## src/logic/eiec_pkg.sv

```systemverilog
// package: register map, fields and timing for the external interrupt edge block
package eiec_pkg;
    // register offsets are word indices; byte address is four times the index
    localparam logic [7:0] GROUP_SEL_INDEX   = 8'h0F;
    localparam logic [7:0] EDGE_SEL_INDEX    = 8'h1F;
    localparam logic [7:0] WIDTH_SEL_INDEX   = 8'h20;
    localparam logic [7:0] REQUEST_INDEX     = 8'h21;
    localparam logic [7:0] ENABLE_INDEX      = 8'h22;
    localparam logic [7:0] LEVEL_INDEX       = 8'h23;
    localparam logic [7:0] IRQ_STATUS_INDEX  = 8'h24;
    localparam logic [7:0] IRQ_MASK_INDEX    = 8'h25;
    localparam logic [7:0] PENDING_INDEX     = 8'h26;
    // edge select fields
    localparam int EDGE_REMOTE_BIT = 0;
    localparam int EDGE_GENERAL_BIT = 1;
    localparam int EDGE_SYNC_BIT = 2;
    // group select fields
    localparam int GRP_TIMER_USE_BIT = 0;
    localparam int GRP_SYNC_SRC_BIT = 1;
    // request/enable/status layout: bit0 remote, bit1 general, bit2 sync, bit3 timer
    localparam int SRC_REMOTE = 0;
    localparam int SRC_GENERAL = 1;
    localparam int SRC_SYNC = 2;
    localparam int SRC_TIMER = 3;
    localparam logic [3:0] REG_RESET = 4'h0;
    localparam logic [3:0] EDGE_SEL_MASK = 4'h7;
    localparam logic [3:0] GROUP_SEL_MASK = 4'h3;
    localparam logic [1:0] WIDTH_SEL_MASK = 2'h3;
    // timing
    localparam int CLK_MHZ = 40;
    localparam int GLITCH_NS = 1000;
    localparam int GLITCH_CYCLES = (GLITCH_NS * CLK_MHZ + 999) / 1000;
    // remote acceptance widths in microseconds, per width select code
    localparam int REMOTE_US_0 = 1;
    localparam int REMOTE_US_1 = 8;
    localparam int REMOTE_US_2 = 32;
    localparam int REMOTE_US_3 = 64;
    localparam int CNT_W = 12;
    localparam logic [CNT_W-1:0] REMOTE_CYC_0 = CNT_W'(REMOTE_US_0 * CLK_MHZ);
    localparam logic [CNT_W-1:0] REMOTE_CYC_1 = CNT_W'(REMOTE_US_1 * CLK_MHZ);
    localparam logic [CNT_W-1:0] REMOTE_CYC_2 = CNT_W'(REMOTE_US_2 * CLK_MHZ);
    localparam logic [CNT_W-1:0] REMOTE_CYC_3 = CNT_W'(REMOTE_US_3 * CLK_MHZ);
    localparam logic [CNT_W-1:0] GLITCH_CYC = CNT_W'(GLITCH_CYCLES);
    localparam logic [2:0] PRIO_NONE = 3'h0;
    localparam logic [2:0] PRIO_REMOTE = 3'h1;
    localparam logic [2:0] PRIO_GENERAL = 3'h2;
    localparam logic [2:0] PRIO_SYNC = 3'h7;
endpackage

```

## src/logic/eiec_filter.sv

```systemverilog
// pin synchroniser and width filter for one external interrupt input
`timescale 1ns/1ps
module eiec_filter
    import eiec_pkg::*;
(
    // clock and reset
    input  wire logic             pclk,
    input  wire logic             presetn,
    // pin and acceptance width
    input  wire logic             pin,
    input  wire logic [CNT_W-1:0] min_cycles,
    // filtered level
    output logic                  level
);
    logic             sync_a;
    logic             sync_b;
    logic [CNT_W-1:0] stable_cnt;
    wire              differs = sync_b != level;
    wire              accept  = differs && (stable_cnt >= min_cycles - CNT_W'(1));

    // level only moves after the new value held for the full width
    always_ff @(posedge pclk or negedge presetn) begin
        if (!presetn) begin
            sync_a <= 1'b0;
            sync_b <= 1'b0;
            stable_cnt <= '0;
            level <= 1'b0;
        end else begin
            sync_a <= pin;
            sync_b <= sync_a;
            if (!differs || accept) begin
                stable_cnt <= '0;
            end else begin
                stable_cnt <= stable_cnt + CNT_W'(1);
            end
            if (accept) begin
                level <= sync_b;
            end
        end
    end
endmodule

```

## src/logic/eiec_top.sv

```systemverilog
// external interrupt edge control with APB register access
//
// Decided for this implementation: register access over APB.
`timescale 1ns/1ps
module eiec_top
    import eiec_pkg::*;
(
    // clock and reset
    input  wire logic        pclk,
    input  wire logic        presetn,
    // apb slave
    input  wire logic        psel,
    input  wire logic        penable,
    input  wire logic        pwrite,
    input  wire logic [11:0] paddr,
    input  wire logic [31:0] pwdata,
    output logic      [31:0] prdata,
    output logic             pready,
    output logic             pslverr,
    // external pins
    input  wire logic        remote_ctrl_irq_pin,
    input  wire logic        general_irq_pin,
    input  wire logic        vsync_pin,
    input  wire logic        hsync_pin,
    // timer 0 overflow pulse, same clock
    input  wire logic        timer_overflow,
    // toward the cpu interrupt logic
    output logic       [3:0] pending,
    output logic       [2:0] pending_prio,
    output logic             irq
);
    logic [3:0] interrupt_group_select;
    logic [3:0] interrupt_edge_select;
    logic [1:0] remote_width_sel;
    logic [3:0] request_flags;
    logic [3:0] enable_flags;
    logic [3:0] irq_status;
    logic [3:0] irq_mask;
    logic [2:0] prev_detect;
    logic [2:0] level_flags;

    // filtered pin levels
    logic       remote_level;
    logic       general_level;
    logic       vsync_level;
    logic       hsync_level;
    logic [CNT_W-1:0] remote_min;

    // remote width table
    assign remote_min = (remote_width_sel == 2'h0) ? REMOTE_CYC_0 :
                        (remote_width_sel == 2'h1) ? REMOTE_CYC_1 :
                        (remote_width_sel == 2'h2) ? REMOTE_CYC_2 : REMOTE_CYC_3;

    eiec_filter u_remote (
        .pclk       (pclk),
        .presetn    (presetn),
        .pin        (remote_ctrl_irq_pin),
        .min_cycles (remote_min),
        .level      (remote_level)
    );
    eiec_filter u_general (
        .pclk       (pclk),
        .presetn    (presetn),
        .pin        (general_irq_pin),
        .min_cycles (GLITCH_CYC),
        .level      (general_level)
    );
    eiec_filter u_vsync (
        .pclk       (pclk),
        .presetn    (presetn),
        .pin        (vsync_pin),
        .min_cycles (GLITCH_CYC),
        .level      (vsync_level)
    );
    eiec_filter u_hsync (
        .pclk       (pclk),
        .presetn    (presetn),
        .pin        (hsync_pin),
        .min_cycles (GLITCH_CYC),
        .level      (hsync_level)
    );

    wire sync_group_source_sel    = interrupt_group_select[GRP_SYNC_SRC_BIT];
    wire timer_overflow_group_use = interrupt_group_select[GRP_TIMER_USE_BIT];
    wire sync_group_level         = sync_group_source_sel ? hsync_level : vsync_level;
    wire [2:0] current_levels     = {sync_group_level, general_level, remote_level};

    // select bit xor level: select changes look like pin edges
    wire [2:0] detect_in = current_levels ^ {interrupt_edge_select[EDGE_SYNC_BIT],
                                             interrupt_edge_select[EDGE_GENERAL_BIT],
                                             interrupt_edge_select[EDGE_REMOTE_BIT]};
    // rising detect_in = chosen edge: 0 rising, 1 falling
    wire [2:0] pin_edge  = detect_in & ~prev_detect;
    wire       timer_evt = timer_overflow && timer_overflow_group_use;
    wire [3:0] events    = {timer_evt, pin_edge};

    // apb decode, index times four
    wire        apb_access = psel && penable;
    wire        apb_write  = apb_access && pwrite;
    wire [9:0]  word_index = paddr[11:2];
    wire        hit_group  = word_index == {2'h0, GROUP_SEL_INDEX};
    wire        hit_edge   = word_index == {2'h0, EDGE_SEL_INDEX};
    wire        hit_width  = word_index == {2'h0, WIDTH_SEL_INDEX};
    wire        hit_req    = word_index == {2'h0, REQUEST_INDEX};
    wire        hit_enable = word_index == {2'h0, ENABLE_INDEX};
    wire        hit_level  = word_index == {2'h0, LEVEL_INDEX};
    wire        hit_status = word_index == {2'h0, IRQ_STATUS_INDEX};
    wire        hit_mask   = word_index == {2'h0, IRQ_MASK_INDEX};
    wire        hit_pend   = word_index == {2'h0, PENDING_INDEX};
    wire        hit_any    = hit_group | hit_edge | hit_width | hit_req | hit_enable |
                             hit_level | hit_status | hit_mask | hit_pend;
    wire [3:0]  wr_nib     = pwdata[3:0];
    wire [3:0]  req_clear  = (apb_write && hit_req) ? wr_nib : 4'h0;
    wire [3:0]  st_clear   = (apb_write && hit_status) ? wr_nib : 4'h0;

    // set beats clear; no self clearing while polled
    wire [3:0] next_request = (request_flags & ~req_clear) | events;
    wire [3:0] next_status  = (irq_status & ~st_clear) | events;

    // pending needs flag and enable; timer also needs use bit
    wire [3:0] pend_raw = request_flags & enable_flags &
                          {timer_overflow_group_use, 3'h7};
    wire [2:0] next_prio = pend_raw[SRC_REMOTE]  ? PRIO_REMOTE :
                           pend_raw[SRC_GENERAL] ? PRIO_GENERAL :
                           pend_raw[SRC_SYNC]    ? PRIO_SYNC : PRIO_NONE;

    wire [31:0] rd_mux =
        hit_group  ? {28'h0, interrupt_group_select} :
        hit_edge   ? {28'h0, interrupt_edge_select} :
        hit_width  ? {30'h0, remote_width_sel} :
        hit_req    ? {28'h0, request_flags} :
        hit_enable ? {28'h0, enable_flags} :
        hit_level  ? {29'h0, level_flags} :
        hit_status ? {28'h0, irq_status} :
        hit_mask   ? {28'h0, irq_mask} :
        hit_pend   ? {25'h0, pending_prio, pending} : 32'h0;

    // zero wait state slave; unmapped index answers with pslverr
    assign pready  = 1'b1;
    assign pslverr = apb_access && !hit_any;
    assign irq     = |(irq_status & irq_mask);

    always_ff @(posedge pclk or negedge presetn) begin
        if (!presetn) begin
            interrupt_group_select <= REG_RESET;
            interrupt_edge_select  <= REG_RESET;
            remote_width_sel       <= 2'h0;
            enable_flags           <= REG_RESET;
            irq_mask               <= REG_RESET;
        end else if (apb_write) begin
            // unused bits forced to zero on write
            if (hit_group) interrupt_group_select <= wr_nib & GROUP_SEL_MASK;
            if (hit_edge) interrupt_edge_select <= wr_nib & EDGE_SEL_MASK;
            if (hit_width) remote_width_sel <= pwdata[1:0] & WIDTH_SEL_MASK;
            if (hit_enable) enable_flags <= wr_nib;
            if (hit_mask) irq_mask <= wr_nib;
        end
    end

    always_ff @(posedge pclk or negedge presetn) begin
        if (!presetn) begin
            request_flags <= REG_RESET;
            irq_status    <= REG_RESET;
            prev_detect   <= 3'h0;
            level_flags   <= 3'h0;
            pending       <= 4'h0;
            pending_prio  <= PRIO_NONE;
            prdata        <= 32'h0;
        end else begin
            request_flags <= next_request;
            irq_status    <= next_status;
            prev_detect   <= detect_in;
            level_flags   <= current_levels;
            pending       <= pend_raw;
            pending_prio  <= next_prio;
            if (psel && !penable && !pwrite) begin
                prdata <= rd_mux;
            end
        end
    end
endmodule

```

## config.mk

```make
export PLATFORM = sky130hd
export DESIGN_NAME = eiec_top
export DESIGN_NICKNAME = d
export VERILOG_FILES = /design/src/logic/eiec_pkg.sv /design/src/logic/eiec_filter.sv /design/src/logic/eiec_top.sv
export SDC_FILE = /design/constraint.sdc
export NUM_CORES = 1
export LEC_CHECK = 0
export BUFFER_PORTS_ARGS = -buffer_cell sky130_fd_sc_hd__buf_2
export CORE_UTILIZATION = 35
export CTS_BUF_LIST = sky130_fd_sc_hd__clkbuf_2
export DETAILED_ROUTE_END_ITERATION = 7
export PLACE_DENSITY = 0.56
export SLEW_MARGIN = 20
export SYNTH_ARGS = -nofsm -noshare
export SYNTH_HDL_FRONTEND = slang
export SYNTH_SLANG_ARGS = --single-unit
```

## constraint.sdc

```tcl
create_clock -name pclk -period 5.11 [get_ports pclk]
set_input_delay 0.2555 -clock pclk [delete_from_list [all_inputs] [get_ports pclk]]
set_output_delay 0.2555 -clock pclk [all_outputs]
set_load 0.005 [all_outputs]
```

# Word-level counts from Yosys, hierarchy flattened
# Index checks and enable logic that the tools add are counted.
# word_totals
ff_bits	128
input_bits	54
out_inout_bits	42
word_cells	124
# classes
add_sub_neg	5
magnitude_cmp	4
eq_ne	15
n_mux	22
bitwise	20
reduce_logical	30
# ops
cell	count
12-bit 2-to-1 mux	7
10-bit by 6-bit equality test with 1-bit output (second input constant)	7
7-bit 2-to-1 mux	9
12-bit by 1-bit adder with 12-bit output (second input constant)	4
12-bit by 6-bit >= comparator with 1-bit output (second input constant)	3
4-bit AND	5
12-bit >= comparator	1
1-bit logical AND	12
12-bit by 1-bit subtractor with 12-bit output (second input constant)	1
10-bit by 4-bit equality test with 1-bit output (second input constant)	1
10-bit by 5-bit equality test with 1-bit output (second input constant)	1
2-bit AND reduction	5
3-bit 2-to-1 mux	3
4-bit 2-to-1 mux	2
4-bit NOT	2
1-bit OR	8
4-bit OR	2
1-bit logical NOT	7
1-bit logical OR	4
1-bit inequality test	4
4-bit OR reduction	1
3-bit AND	1
3-bit NOT	1
3-bit XOR	1
other kinds (4)	4

# Depth between registers and ports, before layout
# depth
depth_word	11
ltp_mapped	8
mapped_depth_nobuf	7

# By module
# A second synthesis with hierarchy kept.
# hier_totals
hier_cells	674
hier_area_um2	6736.5
# modules_own_cells
mod	n_inst	cells_per_inst	area_each_um2	seq_area_each_um2
eiec_filter at u_general ...	3	120	1119.8	375.4
eiec_top	1	199	2293.4	1076.0
eiec_filter at u_hsync	1	115	1083.5	375.4

# Worst setup path after synthesis
# No wires, ideal clock.
# synth_timing
path_kind	register to register
from	register remote_width_sel[1]
to	register u_remote.stable_cnt[10]
setup_ns	0.072
t_arrival_ns	1.818
required_ns	5.038
path_slack_ns	3.219
path_stages_with_launch	9
path_buffers	1
synth_period_minus_slack_ns	1.891
cell_sequence	dfrtp_1 > inv_1 > ha_1 > a211oi_1 > nor2_1 > a311oi_1 > o211ai_1 > clkbuf_1 > nor2_1
# synth_via
elab_chain_len	9
elab_cells_between_ends	11
cone_classes	add/sub (1); order compare (1); eq/ne (2); mux (4); reduce/logical (3)
# synth_rtl
element	line	text
start, declared	eiec_top.sv:34	logic [1:0] remote_width_sel;
start signal, assigned	eiec_top.sv:154	if (hit_width) remote_width_sel <= pwdata[1:0] & WIDTH_SEL_MASK;
2-bit equality test	eiec_top.sv:52	(remote_width_sel == 2'h2) ? REMOTE_CYC_2 : REMOTE_CYC_3;
12-bit 2-to-1 mux	eiec_top.sv:52	
12-bit 2-to-1 mux	eiec_top.sv:51	(remote_width_sel == 2'h1) ? REMOTE_CYC_1 :
12-bit 2-to-1 mux *	eiec_top.sv:50	assign remote_min = (remote_width_sel == 2'h0) ? REMOTE_CYC_0 :
12-bit by 1-bit subtractor with 12-bit output *	eiec_filter.sv:19	wire accept = differs && (stable_cnt >= min_cycles - CNT_W'(1));
12-bit >= comparator *	eiec_filter.sv:19	
1-bit logical AND *	eiec_filter.sv:19	
1-bit logical OR *	eiec_filter.sv:31	if (!differs || accept) begin
12-bit 2-to-1 mux *	eiec_filter.sv:31	
end signal, assigned	eiec_filter.sv:34	stable_cnt <= stable_cnt + CNT_W'(1);
end, declared	eiec_filter.sv:17	logic [CNT_W-1:0] stable_cnt;
# Mark *: on every way between the ends. The rest lies on a longest branch, timed or not.
# A chain may end at the register's enable or synchronous reset.

# Worst setup path after layout
# layout_timing
from	input port paddr[6]
to	register request_flags[3]
# layout_via
elab_chain_len	6
# layout_rtl
element	line	text
start, declared	eiec_top.sv:15	input wire logic [11:0] paddr,
10-bit by 6-bit equality test with 1-bit output	eiec_top.sv:104	wire hit_req = word_index == {2'h0, REQUEST_INDEX};
1-bit logical AND	eiec_top.sv:113	wire [3:0] req_clear = (apb_write && hit_req) ? wr_nib : 4'h0;
4-bit 2-to-1 mux	eiec_top.sv:113	
4-bit NOT	eiec_top.sv:117	wire [3:0] next_request = (request_flags & ~req_clear) | events;
4-bit AND	eiec_top.sv:117	
4-bit OR	eiec_top.sv:117	
named net next_request[3]	eiec_top.sv:117	
end signal, assigned	eiec_top.sv:170	request_flags <= next_request;
end, declared	eiec_top.sv:35	logic [3:0] request_flags;
# The timed path passes the listed nets, and every way through them passes these cells.

==> run_results.csv <==
group,metric,value,unit
clock_network,cts.root.buffer_cell,"clkbuf_2",
drt,wire_per_inst,13.2,microns
global_route,grt_pass1_vias,2997,
worst_setup_path,slowest_delay,0.59,ns
sta,clock_skew,0.0533,ns
clock_network,cts-htree-levels,3,
cells_and_area,n_fill_cell,1224,
clock_network,clock_latency,0.61,ns
worst_setup_path,worstPathRequired,5.65,ns
logic_synthesis,synth-async-reset-ratio,100,%
logic_synthesis,muxShareOfSynthArea,7.21,%
logic_synthesis,synthDistinctLibCells,49,
logic_synthesis,synth_top_family_by_area,"simple AND/OR/NAND/NOR gates",
clock_network,path_clk_slew,0.30,ns
drt,wl_met1,4.20,mm
global_route,grt_pass1_wl,14.7,mm
place,place_hpwl,6.17,mm
place,place_area,0.00500,sq mm
logic_synthesis,ys.flop_type,"dfrtp_1",
drt,wl_met2,4.06,mm
logic_synthesis,synth_warnings,0,
logic_synthesis,synth_fa_ha_area_share,3.23,%
sta,hold_viol,0,
sta,slew_headroom,37.6,%
clock_network,cts.sinks,103,
clock_network,post_cts_resized,0,
logic_synthesis,synth_compound_area_share,7.13,%
worst_setup_path,worstSetupEndpointType,"flop",
logic_synthesis,yosys.area_share.simple,16.2,%
pwr,pwr_density_cell,241,mW/mm^2
floorplanning,dieArea,0.0138,sq mm
sta,max_freq,368,MHz
sta,tns,0,ns
logic_synthesis,syn-cell-area,0.00465,sq mm
logic_synthesis,synth_edf_count,0,
drt,via_per_inst,4.68,
floorplanning,fp.dieH,117,microns
place,place.gp.congestion,0.750,
cells_and_area,finish.utilization,40.9,%
logic_synthesis,ys_ff_latch,103,
logic_synthesis,ys_top_cells_by_count,"dfrtp_1, nor2_1, nand2_1, buf_4, mux2_2",
sta,rsz0062_at_grt,"no",
logic_synthesis,yosys-top-cells-area,"dfrtp_1, buf_4, mux2_2, ha_1, nor2_1",
drt,vias,3067,
worst_setup_path,cp_top_family,"simple AND/OR/NAND/NOR gates",
worst_setup_path,crit_slowest_cell,"or4b_4",
drt,drtIter0Drc,126,
pwr,cellLeakagePower,2.56,nW
clock_network,postCtsHoldBufs,14,
global_route,antenna_found_initial,0,
sta,layout_min_cycle_time,2.72,ns
cells_and_area,antenna_cells,0,
cells_and_area,final_nets,545,
cells_and_area,syn_to_final_growth,12.3,%
floorplanning,fp.dieW,117,microns
sta,finalSetupViolCount,0,
worst_setup_path,path_cells,"dlygate4sd3_1 > buf_2 > or4b_4 > or3_4 > nor4_4 > nand2_1 > a22o_1 > dlygate4sd3_1",
logic_synthesis,ys_seq_area_share,55.4,%
clock_network,cts_setup_buffers,0,
drt,drt_pre_antenna_iters,4,
drt,ant_nets,0,
logic_synthesis,syn_inst,405,
worst_setup_path,critPathKind,"in2reg",
sta,drv_slew,0,
global_route,grt.total_usage,13.7,%
floorplanning,pin_count,96,
drt,drc,0,
worst_setup_path,start_kind,"input pin",
worst_setup_path,critPathBufInv,3,
global_route,grt_overflow_total,0,
hold_path,hold_path_class,"in2reg",
cells_and_area,layout-drive-gt1-share,18.0,%
logic_synthesis,synth_top_area_share,55.4,%
sta,hold_ws,0.100,ns
logic_synthesis,yosysMostFrequentCell,"dfrtp_1",
drt,wl,8.65,mm
drt,met3_length,298,microns
floorplanning,floorplan.initialDensity,36.4,%
logic_synthesis,syn_avg_cell_area,11.5,sq um
worst_setup_path,cp.arrival,3.26,ns
floorplanning,core,0.0128,sq mm
cells_and_area,design_area,0.00523,sq mm
logic_synthesis,synthXorXnorAreaFrac,4.89,%
floorplanning,rows,41,
clock_network,numCtsBuffers,9,
global_route,grt_max_degree,54,
place,portBuffers,39,
sta,finalCritPeriodShare,53.2,%
worst_setup_path,cp_max_fo,6,
flow_run,maxCapViolCount,0,
worst_setup_path,critPathMostFrequentCell,"dlygate4sd3_1",
sta,tightest_slew,0.931,ns
drt,highest_layer,"met4",
logic_synthesis,yosysTopAreaCell,"dfrtp_1",
pwr,ir_worst_vdd,0.0813,mV
status,outcome,"finished, final reports clean",
clock_network,cts_buffer_depth,2,
clock_network,cts_tree,"done",
-- where the power goes --
part           internal, mW  switching, mW
Sequential            0.836        0.00999
Clock                0.0605          0.267
Combinational        0.0320         0.0538
-- worst paths after layout --
path / start / to / slack [ns] / cells past startpoint
max: paddr[6] / request_flags[3]$_DFF_PN0_ / 2.39 / 8
min: paddr[8] / prdata[2]$_DFFE_PN0P_ / 0.10 / 5
max reg2reg: remote_width_sel[1]$_DFFE_PN0P_ / u_remote.stable_cnt[5]$_DFF_PN0_ / 2.78 / 7
min reg2reg: u_remote.sync_a$_DFF_PN0_ / u_remote.sync_b$_DFF_PN0_ / 0.38 / 0
max in group asynchronous: presetn / enable_flags[3]$_DFFE_PN0P_ / 3.82 / 3
min in group asynchronous: presetn / interrupt_group_select[1]$_DFFE_PN0P_ / 0.18 / 2
-- through the flow --
step	power (mW)	instances	setup WS, ns
floorplan	0.913	448	3.22
global placement	0.937	626	2.83
detailed placement	0.939	626	2.77
CTS	1.28	656	2.41
global route	1.33	656	2.38
finish	1.26	656	2.39
-- flip-flops by register name, indices dropped and copies added, names as in the netlist, 2 cells and up --
| register | count |
|---|---|
| prev_detect | 3 |
| request_flags | 4 |
| interrupt_group_select | 2 |
| irq_status | 4 |
| prdata | 7 |
| u_hsync.stable_cnt | 12 |
| irq_mask | 4 |
| u_vsync.stable_cnt | 12 |
| enable_flags | 4 |
| pending_prio | 3 |
| remote_width_sel | 2 |
| level_flags | 3 |
| pending | 4 |
| u_remote.stable_cnt | 12 |
| u_general.stable_cnt | 12 |
| interrupt_edge_select | 3 |
-- final cells by class --
class,count,area [sq um],area share [%]
Clock inverter,7,40.0,0.766
Inverter,10,37.5,0.718
Timing Repair Buffer,54,345,6.61
Sequential cell,103,2580,49.3
Multi-Input combinational cell,301,1970,37.6
Tap cell,172,215,4.12
Clock buffer,9,45.0,0.862
-- cell usage in the layout, fill, tap and decap left out, types with 6 or more instances in the layout --
| cell type | synthesis | final |
|---|---|---|
| dfrtp_1 | 103 | 103 |
| conb_1 | 2 | 45 |
| nor2_1 | 40 | 40 |
| buf_2 | 0 | 38 |
| nand2_1 | 37 | 37 |
| mux2_2 | 16 | 16 |
| xor2_1 | 15 | 15 |
| nand3_1 | 14 | 14 |
| dlygate4sd3_1 | 0 | 14 |
| ha_1 | 12 | 12 |
| xnor2_1 | 11 | 11 |
| and3_1 | 10 | 10 |
| inv_1 | 10 | 10 |
| clkbuf_2 | 0 | 9 |
| o21ai_0 | 8 | 8 |
| nor2b_1 | 8 | 8 |
| nor4_1 | 6 | 6 |
| a21oi_1 | 6 | 6 |
| a21o_1 | 6 | 6 |
-- worst min-delay path: cells and delay by family --
family                 cells  cell delay [ns]
AO/OA/AOI/OAI              1             0.08
buffers and inverters      1             0.09
AND/OR/NAND/NOR            3             0.27
-- routing by layer --
layer  global-route usage (%)  vias to the layer above
li1                         -                     1482
met1                     18.2                     1519
met2                     21.2                       59
met3                     4.23                        7
met4                     4.46                        0
met5                        0                        -
-- kinds of logic after synthesis --
kind of cell / after synthesis
xor gates and xnor gates: 26
and+or+nand+nor: 144
other: 2
muxes: 27
AOI/OAI and AO/OA: 47
buffers and inverters: 44
DFF: 103
adders and majority gates: 12
No activity file was read; power rests on OpenSTA's default activity.
